===== config.mk =====
export PLATFORM = sky130hd
export DESIGN_NAME = rx_status_readback_mux
export DESIGN_NICKNAME = d
export VERILOG_FILES = /design/src/rx_status_pkg.sv /design/src/rx_metric_if.sv /design/src/rx_metric_tracker.sv /design/src/rx_status_readback_mux.sv
export VERILOG_INCLUDE_DIRS = /design/src
export SDC_FILE = /design/constraint.sdc
export NUM_CORES = 1
export LEC_CHECK = 0
export CORE_ASPECT_RATIO = 1.75
export CORE_MARGIN = 2
export CORE_UTILIZATION = 45
export DETAILED_ROUTE_END_ITERATION = 16
export DONT_BUFFER_PORTS = 1
export MAX_ROUTING_LAYER = met4
export PLACE_DENSITY = 0.65
export SETUP_SLACK_MARGIN = 0.15
export SLEW_MARGIN = 20
export SYNTH_ARGS = -nofsm -noshare
export SYNTH_HDL_FRONTEND = slang
export SYNTH_SLANG_ARGS = --single-unit

===== constraint.sdc =====
create_clock -name aclk -period 14.95 [get_ports aclk]
set_input_delay 1.495 -clock aclk [delete_from_list [all_inputs] [get_ports aclk]]
set_output_delay 1.495 -clock aclk [all_outputs]
set_load 0.01 [all_outputs]

===== src/rx_status_map.svh =====
/*
  Register indices, field positions, reset values and counts of the
  receive status readback bank.
  Assumes it is included by bare name; definitions only.
*/
`ifndef RX_STATUS_MAP_SVH
`define RX_STATUS_MAP_SVH

// register indices; the byte address on the bus is four times the index
`define MP_THR_CFG_IDX  8'h48
`define VIEW_CFG_IDX    8'h62
`define SIG_QUAL_IDX    8'h66
`define SIG_FIELD_IDX   8'h68
`define SERVICE_IDX     8'h6a
`define LEN_LO_IDX      8'h6c
`define LEN_HI_IDX      8'h6e
`define CRC_LO_IDX      8'h70
`define CRC_HI_IDX      8'h72
`define TX_PWR_IDX      8'h74
`define MEAN_PWR_IDX    8'h78
`define IF_GAIN_IDX     8'h7a

// field positions
`define VIEW_SEL_BIT    7
`define SEED_MSB        6
`define MP_THR_MSB      7
`define MP_THR_LSB      5
`define IF_GAIN_MSB     6

// reset values
`define VIEW_CFG_RST    8'h00
`define MP_THR_CFG_RST  8'h00

// counts
`define MP_HISTORY_LEN  15
`define TX_AVG_SAMPLES  7'h40
`define TX_AVG_SHIFT    6

// bus responses
`define RESP_OKAY       2'b00
`define RESP_SLVERR     2'b10

`endif


===== src/rx_status_pkg.sv =====
/*
  Types of the receive status readback bank: state encodings and the
  packed state records of both modules.
  Assumes rx_status_map.svh for the widths of the history.
*/
`default_nettype none
`include "rx_status_map.svh"

package rx_status_pkg;

  typedef enum logic [1:0] {
    W_IDLE = 2'b01,
    W_RESP = 2'b10
  } wr_state_t;

  typedef enum logic [1:0] {
    R_IDLE = 2'b01,
    R_DATA = 2'b10
  } rd_state_t;

  // whole state of the bus slave and the register bank
  typedef struct packed {
    wr_state_t  wst;
    logic       awready;
    logic       wready;
    logic       aw_got;
    logic       w_got;
    logic [7:0] widx;
    logic [7:0] wdata;
    logic       wstrb0;
    logic       bvalid;
    logic [1:0] bresp;
    rd_state_t  rst;
    logic       arready;
    logic       rvalid;
    logic [7:0] rdata;
    logic [1:0] rresp;
    logic [7:0] view_cfg;
    logic [7:0] mp_cfg;
    logic       receive_path_active_d;
    logic [7:0] pkt_q;
    logic [7:0] hdr_q;
  } ctl_state_t;

  // whole state of the metric tracker
  typedef struct packed {
    logic [`MP_HISTORY_LEN-1:0] hist;
    logic [3:0]                 mp_count;
    logic signed [13:0]         acc;
    logic [6:0]                 n;
    logic [7:0]                 tx_avg;
  } trk_state_t;

endpackage

`default_nettype wire


===== src/rx_metric_if.sv =====
/*
  Signals between the register bank and the metric tracker.
  Assumes both ends run on the same clock.
*/
`timescale 1ns/1ps
`default_nettype none

interface rx_metric_if;
  logic       pkt_end;
  logic [7:0] metric;
  logic [2:0] thr;
  logic [7:0] tx_sample;
  logic       tx_valid;
  logic [3:0] mp_count;
  logic [7:0] tx_avg;

  modport tracker (input pkt_end, metric, thr, tx_sample, tx_valid,
                   output mp_count, tx_avg);
  modport bank    (output pkt_end, metric, thr, tx_sample, tx_valid,
                   input mp_count, tx_avg);
endinterface

`default_nettype wire


===== src/rx_metric_tracker.sv =====
/*
  Keeps the multipath history of the last packets and the average
  of each block of 64 transmit power samples.
  Assumes aclk, synchronous active-low aresetn, inputs on aclk.
*/
`timescale 1ns/1ps
`default_nettype none

module rx_metric_tracker
  import rx_status_pkg::*;
(
  input  wire logic   aclk,
  input  wire logic   aresetn,
  rx_metric_if.tracker mif
);

  trk_state_t st_r;
  trk_state_t st_nxt;

  // population count of the history window
  function automatic logic [3:0] ones(input logic [`MP_HISTORY_LEN-1:0] v);
    logic [3:0] c;
    c = 4'h0;
    for (int i = 0; i < `MP_HISTORY_LEN; i++) begin
      c = c + 4'(v[i]);
    end
    return c;
  endfunction

  // history shifts once per packet; the average closes every 64 samples
  always_comb begin
    logic signed [13:0] sum;
    sum = st_r.acc + 14'(signed'(mif.tx_sample));
    st_nxt = st_r;
    if (mif.pkt_end) begin
      // only the threshold's three bits exist, so the metric's top three compare
      st_nxt.hist = {st_r.hist[`MP_HISTORY_LEN-2:0], (mif.metric[7:5] > mif.thr)};
      st_nxt.mp_count = ones(st_nxt.hist);
    end
    if (mif.tx_valid) begin
      if (st_r.n == `TX_AVG_SAMPLES - 7'h01) begin
        st_nxt.tx_avg = sum[13:`TX_AVG_SHIFT];
        st_nxt.acc = 14'sh0;
        st_nxt.n = 7'h00;
      end else begin
        st_nxt.acc = sum;
        st_nxt.n = st_r.n + 7'h01;
      end
    end
  end

  // state register
  always_ff @(posedge aclk) begin
    if (!aresetn) begin
      st_r <= '0;
    end else begin
      st_r <= st_nxt;
    end
  end

  assign mif.mp_count = st_r.mp_count;
  assign mif.tx_avg   = st_r.tx_avg;

endmodule // rx_metric_tracker

`default_nettype wire


===== src/rx_status_readback_mux.sv =====
/*
  Read-only receive status bank with a/b views behind an AXI4-Lite
  slave, plus the view-select and multipath threshold configuration.
  Assumes all status inputs come from receiver logic on aclk.
*/
// Our own choice: the AXI4-Lite slave port.
// What this block does
// - view bit 0 gives b, 1 gives a
// - 66h: noise A, else carrier loop quality
// - 68h: noise B, else signal field
// - 6Ah: I DC offset, else service field
// - 6Ch: Q DC offset, else length low
// - 6Eh: multipath metric, else length high
// - 70h a: multipath count of last 15
// - 70h/72h b: header CRC low, high
// - 72h a: packet quality, read after receive
// - 74h: 64-sample transmit power average
// - 78h a: header quality, read after receive
// - 78h b: mean receive power in dB
// - 7Ah: IF gain word, bit 7 empty
`timescale 1ns/1ps
`default_nettype none
`include "rx_status_map.svh"

module rx_status_readback_mux
  import rx_status_pkg::*;
(
  input  wire logic        aclk,
  input  wire logic        aresetn,
  // axi4-lite slave
  input  wire logic [11:0] s_axi_awaddr,
  input  wire logic        s_axi_awvalid,
  output logic             s_axi_awready,
  input  wire logic [31:0] s_axi_wdata,
  input  wire logic [3:0]  s_axi_wstrb,
  input  wire logic        s_axi_wvalid,
  output logic             s_axi_wready,
  output logic [1:0]       s_axi_bresp,
  output logic             s_axi_bvalid,
  input  wire logic        s_axi_bready,
  input  wire logic [11:0] s_axi_araddr,
  input  wire logic        s_axi_arvalid,
  output logic             s_axi_arready,
  output logic [31:0]      s_axi_rdata,
  output logic [1:0]       s_axi_rresp,
  output logic             s_axi_rvalid,
  input  wire logic        s_axi_rready,
  // receiver status
  input  wire logic [7:0]  first_antenna_noise_level,
  input  wire logic [7:0]  second_antenna_noise_level,
  input  wire logic [7:0]  carrier_snr_quality,
  input  wire logic [7:0]  rx_signal_field,
  input  wire logic [7:0]  rx_service_field,
  input  wire logic [15:0] rx_length_field,
  input  wire logic [7:0]  dc_offset_i,
  input  wire logic [7:0]  dc_offset_q,
  input  wire logic [7:0]  multipath_metric,
  input  wire logic        packet_end,
  input  wire logic [15:0] header_crc,
  input  wire logic [7:0]  packet_quality,
  input  wire logic [7:0]  header_quality,
  input  wire logic [7:0]  tx_power_sample,
  input  wire logic        tx_sample_valid,
  input  wire logic [7:0]  rx_mean_power,
  input  wire logic [6:0]  if_gain_word,
  input  wire logic        receive_path_active,
  // configuration towards the receiver
  output logic [6:0]       short_preamble_seed,
  output logic [7:0]       multipath_threshold_config
);

  ////////////////////////////////////////////////////////////////////
  // state and reset value

  localparam ctl_state_t CTL_RST = '{
    wst: W_IDLE, awready: 1'b1, wready: 1'b1, aw_got: 1'b0,
    w_got: 1'b0, widx: 8'h00, wdata: 8'h00, wstrb0: 1'b0,
    bvalid: 1'b0, bresp: `RESP_OKAY, rst: R_IDLE, arready: 1'b1,
    rvalid: 1'b0, rdata: 8'h00, rresp: `RESP_OKAY,
    view_cfg: `VIEW_CFG_RST, mp_cfg: `MP_THR_CFG_RST,
    receive_path_active_d: 1'b0, pkt_q: 8'h00, hdr_q: 8'h00
  };

  ctl_state_t  st_r;
  ctl_state_t  st_nxt;
  rx_metric_if mif ();

  logic       view_a;
  logic [7:0] ar_idx;
  logic       ar_fire;

  // the view bit selects a or b for every read-only register except 74h and 7Ah
  assign view_a  = st_r.view_cfg[`VIEW_SEL_BIT];
  assign ar_idx  = s_axi_araddr[9:2];
  assign ar_fire = s_axi_arvalid && st_r.arready;

  // status indices that ignore writes
  function automatic logic is_status(input logic [7:0] idx);
    case (idx)
      `SIG_QUAL_IDX, `SIG_FIELD_IDX, `SERVICE_IDX, `LEN_LO_IDX,
      `LEN_HI_IDX, `CRC_LO_IDX, `CRC_HI_IDX, `TX_PWR_IDX,
      `MEAN_PWR_IDX, `IF_GAIN_IDX: return 1'b1;
      default: return 1'b0;
    endcase
  endfunction

  ////////////////////////////////////////////////////////////////////
  // metric tracker hookup

  assign mif.pkt_end   = packet_end;
  assign mif.metric    = multipath_metric;
  assign mif.thr       = st_r.mp_cfg[`MP_THR_MSB:`MP_THR_LSB];
  assign mif.tx_sample = tx_power_sample;
  assign mif.tx_valid  = tx_sample_valid;

  rx_metric_tracker u_tracker (
    .aclk    (aclk),
    .aresetn (aresetn),
    .mif     (mif.tracker)
  );

  ////////////////////////////////////////////////////////////////////
  // next state: write channel, read channel, quality latches

  always_comb begin
    logic [7:0] rd_val;
    logic       rd_hit;
    rd_val = 8'h00;
    rd_hit = 1'b1;
    st_nxt = st_r;

    // write: address and data taken in either order
    unique case (st_r.wst)
      W_IDLE: begin
        if (s_axi_awvalid && st_r.awready) begin
          st_nxt.aw_got  = 1'b1;
          st_nxt.awready = 1'b0;
          st_nxt.widx    = s_axi_awaddr[9:2];
        end
        if (s_axi_wvalid && st_r.wready) begin
          st_nxt.w_got  = 1'b1;
          st_nxt.wready = 1'b0;
          st_nxt.wdata  = s_axi_wdata[7:0];
          st_nxt.wstrb0 = s_axi_wstrb[0];
        end
        // commit one cycle after both halves are held
        if (st_r.aw_got && st_r.w_got) begin
          st_nxt.aw_got = 1'b0;
          st_nxt.w_got  = 1'b0;
          st_nxt.bvalid = 1'b1;
          st_nxt.bresp  = `RESP_OKAY;
          st_nxt.wst    = W_RESP;
          if (st_r.widx == `VIEW_CFG_IDX) begin
            if (st_r.wstrb0) begin
              st_nxt.view_cfg = st_r.wdata;
            end
          end else if (st_r.widx == `MP_THR_CFG_IDX) begin
            if (st_r.wstrb0) begin
              st_nxt.mp_cfg = st_r.wdata;
            end
          end else if (!is_status(st_r.widx)) begin
            st_nxt.bresp = `RESP_SLVERR;
          end
          // status writes answer okay and store nothing
        end
      end
      W_RESP: begin
        if (s_axi_bready) begin
          st_nxt.bvalid  = 1'b0;
          st_nxt.awready = 1'b1;
          st_nxt.wready  = 1'b1;
          st_nxt.wst     = W_IDLE;
        end
      end
    endcase

    // read mux; the upper address bits must be clear to hit
    case (ar_idx)
      `MP_THR_CFG_IDX: rd_val = st_r.mp_cfg;
      `VIEW_CFG_IDX:   rd_val = st_r.view_cfg;
      `SIG_QUAL_IDX:   rd_val = view_a ? first_antenna_noise_level
                                       : carrier_snr_quality;
      `SIG_FIELD_IDX:  rd_val = view_a ? second_antenna_noise_level
                                       : rx_signal_field;
      `SERVICE_IDX:    rd_val = view_a ? dc_offset_i
                                       : rx_service_field;
      `LEN_LO_IDX:     rd_val = view_a ? dc_offset_q
                                       : rx_length_field[7:0];
      `LEN_HI_IDX:     rd_val = view_a ? multipath_metric
                                       : rx_length_field[15:8];
      `CRC_LO_IDX:     rd_val = view_a ? {4'h0, mif.mp_count}
                                       : header_crc[7:0];
      `CRC_HI_IDX:     rd_val = view_a ? st_r.pkt_q
                                       : header_crc[15:8];
      `TX_PWR_IDX:     rd_val = mif.tx_avg;
      `MEAN_PWR_IDX:   rd_val = view_a ? st_r.hdr_q
                                       : rx_mean_power;
      `IF_GAIN_IDX:    rd_val = {1'b0, if_gain_word};
      default:         rd_hit = 1'b0;
    endcase
    if (s_axi_araddr[11:10] != 2'b00) begin
      rd_hit = 1'b0;
    end

    // read: value sampled when the address is taken
    unique case (st_r.rst)
      R_IDLE: begin
        if (ar_fire) begin
          st_nxt.arready = 1'b0;
          st_nxt.rvalid  = 1'b1;
          st_nxt.rdata   = rd_hit ? rd_val : 8'h00;
          st_nxt.rresp   = rd_hit ? `RESP_OKAY : `RESP_SLVERR;
          st_nxt.rst     = R_DATA;
        end
      end
      R_DATA: begin
        if (s_axi_rready) begin
          st_nxt.rvalid  = 1'b0;
          st_nxt.arready = 1'b1;
          st_nxt.rst     = R_IDLE;
        end
      end
    endcase

    // quality metrics freeze when reception ends, so a late read is stable
    st_nxt.receive_path_active_d = receive_path_active;
    if (st_r.receive_path_active_d && !receive_path_active) begin
      st_nxt.pkt_q = packet_quality;
      st_nxt.hdr_q = header_quality;
    end
  end

  ////////////////////////////////////////////////////////////////////
  // state register

  always_ff @(posedge aclk) begin
    if (!aresetn) begin
      st_r <= CTL_RST;
    end else begin
      st_r <= st_nxt;
    end
  end

  // outputs come straight from the state record
  assign s_axi_awready = st_r.awready;
  assign s_axi_wready  = st_r.wready;
  assign s_axi_bvalid  = st_r.bvalid;
  assign s_axi_bresp   = st_r.bresp;
  assign s_axi_arready = st_r.arready;
  assign s_axi_rvalid  = st_r.rvalid;
  assign s_axi_rdata   = {24'h0, st_r.rdata};
  assign s_axi_rresp   = st_r.rresp;
  assign short_preamble_seed        = st_r.view_cfg[`SEED_MSB:0];
  assign multipath_threshold_config = st_r.mp_cfg;
endmodule // rx_status_readback_mux

`default_nettype wire


* Word level (Yosys, flattened, before mapping)
Index checks and enable logic that the tools add are counted.
** Word-level totals
- Register bits :: 120
- Bits in latches :: 0
- Bits in writable memories :: 0
- Bits in read-only memories :: 0
- Bits of input ports :: 205
- Output and inout port bits :: 56
- Word-level logic and storage cells :: 138
- Memories kept :: 0
** Cells by class
- Add/sub/neg operators :: 16
- Multipliers :: 0
- Div/mod/pow operators :: 0
- Magnitude comparators :: 1
- Equal/unequal tests :: 35
- Shift operators :: 0
- Mux-type cells :: 36
- Bitwise logic cells :: 1
- Reductions and logical operators :: 24
** Operators with widths (count)
- $eq A8 B7 Y1 const B :: 24
- $pmux W8 S12 :: 1
- $mux W8 :: 9
- $add A4 B1 Y4 :: 12
- $reduce_and A2 Y1 :: 11
- $mux W21 :: 1
- $pmux W4 S2 :: 2
- $add A14 B8 Y14 :: 1
- $mux W14 :: 1
- $mux W1 :: 12
- $mux W2 :: 6
- $ne A2 B2 Y1 const B :: 6
- $reduce_or A12 Y1 :: 1
- $reduce_or A10 Y1 :: 1
- $mux W4 :: 2
- $add A7 B1 Y7 const B :: 1
- $eq A7 B6 Y1 const B :: 1
- $reduce_bool A2 Y1 :: 3
- $logic_and A1 B1 Y1 :: 5
- $reduce_and A5 Y1 :: 1
- $eq A2 B1 Y1 const B :: 2
- $eq A2 B2 Y1 const B :: 2
- $reduce_and A4 Y1 :: 1
- $add A2 B1 Y3 :: 1
- other kinds (6) :: 6

* Depth between registers and ports, before layout
- Depth after elaboration :: 15
- Depth in mapped cells :: 19
- Depth with buffers taken out :: 19

* Cells and area by module
Synthesis repeated with hierarchy kept, for this count alone.
** Second synthesis, totals
- Cell total of the unflattened synthesis :: 878
- Area total of the unflattened synthesis :: 7514.7 sq um
** By module, submodules not included
- rx_status_readback_mux :: instances 1, cells an instance 565, area an instance 4648.2 sq um, seq. area each 1381.3 sq um
- rx_metric_tracker :: instances 1, cells an instance 313, area an instance 2866.5 sq um, seq. area each 940.9 sq um

* Worst setup path after synthesis
No wires, ideal clock.
- Kind :: input port to flip-flop
- Start point :: input port multipath_metric[6]
- End point :: register u_tracker.st_r, in the netlist u_tracker.mif.mp_count[2]
- Library setup time :: 0.086 ns
- Arrival :: 5.996 ns
- Data required time :: 14.864 ns
- Slack :: 8.868 ns
- Stages on the path :: 15
- Path buffers :: 0
- Cell sequence :: ha_1 -> a21o_1 -> a21oi_1 -> a31oi_1 -> fa_1 -> inv_1 -> fa_1 -> fa_1 -> fa_1 -> fa_1 -> inv_1 -> fa_1 -> fa_1 -> xnor2_1 -> a211oi_1
** Between the ends
- Longest elaborated chain between the ends :: 15
** Ends and longest elaborated chain
- start: declaration :: line rx_status_readback_mux.sv:57 : input wire logic [7:0] multipath_metric,
- $gt A3 B3 Y1 :: line rx_metric_tracker.sv:37 : st_nxt.hist = {st_r.hist[`MP_HISTORY_LEN-2:0], (mif.metric[7:5] > mif.thr)};
- $add A1 B1 Y2 :: line rx_metric_tracker.sv:25 : c = c + 4'(v[i]);
- $add A2 B1 Y3 :: line rx_metric_tracker.sv:25
- $add A4 B1 Y4 (12 in a row) :: line rx_metric_tracker.sv:25
- end signal: assignment :: line rx_metric_tracker.sv:57 : st_r <= st_nxt;
- end: declaration :: line rx_metric_tracker.sv:17 : trk_state_t st_r;
Every way passes these cells.
A chain may end at the register's enable or synchronous reset.

* Final worst setup path
Ends and elaborated chain as after synthesis.

==> Flow_metrics.wiki <==
{| class="wikitable"
! Metric !! Value
|-
| Post-synth EDFFs || 0
|-
| Worst slew slack as a fraction of its limit || 34.0%
|-
| CTS buffer count || 17
|-
| Grt met3 use || 6.83%
|-
| Clock latency on the worst-skew pair || between 0.4 and 0.5 ns
|-
| Worst Tran Pin Value || roughly 0.99 ns
|-
| Starting Density || 46.0%
|-
| Combined buffer and inverter count along the critical path || 2
|-
| Worst EP required || 15.27 ns
|-
| CP cell instances || ha_1 > a21o_1 > a21oi_1 > a31oi_1 > fa_1 > inv_1 > fa_1 > fa_1 > fa_1 > fa_1 > inv_1 > fa_1 > fa_1 > xnor2_1 > a211oi_1
|-
| Buffers inserted by post-CTS timing repair || 0
|-
| Sum of internal, switching and leakage power || 838 µW
|-
| Worst Skew || 0.00424 ns
|-
| Class of the most critical hold timing path || flip-flop to flip-flop
|-
| Slowest cell on crit path || fa_1
|-
| DR pass1 iterations || 5
|-
| Dominant cell type by count on the critical path || fa_1
|-
| Flop and latch count out of synthesis || 116
|-
| Multi-input gate area || 0.00437 mm²
|-
| I/O pin count || 261
|-
| Gr ovfl total || 0
|-
| Syn Inst Count || 890
|-
| Clock tree root buffer cell || clkbuf_16
|-
| Most used flip-flop cell after synthesis || dfxtp_1
|-
| Area of the placeable core || approximately 0.016 mm²
|-
| Final weighted congestion in routability-driven placement || 0.930
|-
| Number of global-route vias before repair || roughly 5.8k
|-
| Layout cells sized above 1 || 5.94%
|-
| Final Net Count || 1,067
|-
| Achievable Freq || 170 MHz
|-
| Die area || approximately 0.017 mm²
|-
| Count of fill cells added during filler insertion || 1,601
|-
| Sequential cell area fraction in the yosys report || 31.8%
|-
| Antenna Nets Post-Route || 0
|-
| Delay of the slowest cell on the worst path || 0.56 ns
|-
| Leak Pwr || approximately 2.8 nW
|-
| Arrival time worst endpoint || 6.19 ns
|-
| Clk slew on worst S/H paths || ~0.050 ns
|-
| Cell area after technology mapping || 0.00730 mm²
|-
| Crit start category || input port
|-
| Die width || 100 µm
|-
| Num rows || 61
|-
| GR Layer Usage met1 || a little under a quarter
|-
| Layer carrying the most global-route usage || met2
|-
| Library cells used by synthesis || 68
|-
| Result of the run || finished clean
|-
| WL final || ~20,000 µm
|-
| Final Slew Violations || 0
|-
| Layout overhead on the synthesized area || 3.96%
|-
| Number of buffers added on ports || 0
|-
| Critical path type || input port to flip-flop
|-
| Mean cell area of the mapped netlist || 8.20 µm²
|-
| Largest cells by area after synthesis || dfxtp_1 (32%), mux2i_1 (11%), nand2_1 (5.7%)
|-
| Cts repair resizes || 0
|-
| Sum of negative setup slack || 0 ns
|-
| Largest driver fanout on the critical path || 2
|-
| Detailed Route Iter0 Violations || 309
|-
| Post-cts hold buffer count || 0
|-
| Ant. Diodes || 0
|-
| H-tree depth || 4
|-
| Number of clock sinks || 116
|-
| GR Layer Usage met2 || approximately 43%
|-
| Kind of cell adding the most delay to the critical path || adder cells
|-
| First-pass GRT wire length || a little over 30,000 µm
|-
| Endpoints failing setup || 0
|-
| Average routed wire per standard cell || 19.8 µm
|-
| Die height || about 170 µm
|-
| Post-synth top area share || a little under a third
|-
| Kind of end point of the critical path || flip-flop
|-
| Final Hold Vio Count || 0
|-
| YS warnings || 0
|-
| Vias || 6,136
|-
| Power density cells || 110 mW/mm²
|-
| Largest net degree at the start of global routing || 62
|-
| Most common cell after layout, fill and taps aside || dfxtp_1
|-
| Min Clock Period, post-route || 5.87 ns
|-
| Highest-count cells in the layout ignoring fill and taps || dfxtp_1 (115), nand2_1 (110), mux2i_1 (82)
|-
| Unrepaired setup endpoints after global routing || no
|-
| CTS tree || yes
|-
| Period utilisation layout || 39.2%
|-
| Per-cell via count in the routed design || 5.95
|-
| Count of unresolved DRC violations after routing || 0
|-
| Share of synthesized registers carrying an async set or reset || 0%
|-
| Max-cap violation count || 0
|-
| Number of buffers on the longest clock path || 2
|-
| Library cell with the largest summed area after synthesis || dfxtp_1
|-
| Worst hold margin || ~0.45 ns
|-
| DP HPWL || 15,700 µm
|-
| Seq. cell area || about 0.0023 mm²
|-
| Initial antenna violation count || 0
|-
| IR Drop Worst-Case VDD || between 0.06 and 0.07 mV
|-
| Global-route total usage across every layer || 23.7%
|}
[state kept, by name, summed over array words and instances, names as in the netlist]
signal and count:
multipath_threshold_config 8, s_axi_awready 1, s_axi_bresp 1, s_axi_bvalid 1, s_axi_rdata 8, s_axi_rresp 1, s_axi_wready 1, short_preamble_seed 7
st_r 41, u_tracker.mif.mp_count 4, u_tracker.mif.tx_avg 8, u_tracker.st_r 35
[cells by family (layout without fill, tap and decap cells)]
kind of cell    Yosys count  after routing  synth area share (%)
xor+xnor                 15             15                  1.99
buf+inv                 134             61                  9.70
flops                   116            116                  31.8
simple gates            303            303                  20.2
fa+ha+maj                32             32                  6.51
other cells               1             26                0.0514
compound gates          199            199                  17.1
mux                      90             90                  12.6
[where the power goes]
group	total (mW)	switching [mW]	leakage (nW)	internal, mW
registers	0.340	0.0140	0.945	0.326
logic	0.122	0.0710	1.64	0.0505
clock network	0.376	0.142	0.268	0.234
total	0.838	0.227	2.85	0.611
[worst paths after layout]
check | startpoint | end | slack, ns | cells past startpoint
worst min register to register | u_tracker.mif.tx_avg[1]$_SDFFE_PN0P_ | u_tracker.mif.tx_avg[1]$_SDFFE_PN0P_ | 0.45 | 2
worst min-delay path | u_tracker.mif.tx_avg[1]$_SDFFE_PN0P_ | u_tracker.mif.tx_avg[1]$_SDFFE_PN0P_ | 0.45 | 2
worst max-delay path | multipath_metric[6] | u_tracker.mif.mp_count[2]$_SDFFE_PN0P_ | 9.08 | 15
worst max register to register | multipath_threshold_config[6]$_SDFFE_PN0P_ | u_tracker.mif.mp_count[2]$_SDFFE_PN0P_ | 9.62 | 16
[stage by stage]
stage,setup WS (ns),std cells,utilization (%),cell area [µm²]
floorplan,8.87,915,-,7390
global placement,8.72,1000,44.4,7040
detailed placement,8.65,1000,44.4,7040
CTS,9.07,1031,47.8,7590
global route,8.93,1031,47.8,7590
finish,9.08,1031,47.8,7590
[worst reg2reg max path, cell delays in order (launching register included)]
cell and delay (ns):
dfxtp_1 0.47, inv_1 0.08, ha_1 0.29, a21o_1 0.18, a21oi_1 0.14, a31oi_1 0.09
fa_1 0.56, inv_1 0.06, fa_1 0.51, fa_1 0.52, fa_1 0.53, fa_1 0.55
inv_1 0.06, fa_1 0.46, fa_1 0.40, xnor2_1 0.15, a211oi_1 0.21
[Yosys cell counts, types with 4 or more instances]
cell type	instances
a211oi_1	12
a31oi_1	10
clkbuf_1	40
o22ai_1	10
or3_1	5
nor2_1	71
nand2_1	110
dfxtp_1	116
a22oi_1	7
and2_1	5
nand4b_1	6
o211ai_1	12
ha_1	22
xor2_1	4
nand2b_1	14
o22a_1	4
fa_1	10
nor2b_1	7
o21a_1	4
mux2i_1	82
o21ai_0	32
nand3b_1	11
inv_1	29
and3_1	8
nand4_1	7
nor3_1	11
mux2_2	7
nand3_1	27
a21o_1	6
buf_2	11
xnor2_1	10
a21oi_1	73
a221oi_1	5
buf_4	51
[metal layers]
metal | wire length [µm] | vias up | part of all wire (%)
li1 | - | 2973 | -
met3 | 1370 | 44 | 6.7
met5 | 0 | - | 0
met4 | 854 | 0 | 4.2
met2 | 10800 | 245 | 53
met1 | 7320 | 2874 | 36
[final cells by class]
| type | count | area share [%] |
|---|---|---|
| inverter | 29 | 1.43 |
| clock inverter | 10 | 1.10 |
| clock buffer | 21 | 6.07 |
| sequential | 116 | 30.7 |
| tap | 189 | 3.12 |
| multi-input combinational | 665 | 57.5 |
| timing repair buffer | 1 | 0.0989 |
Power figures use the tool's default switching activity.
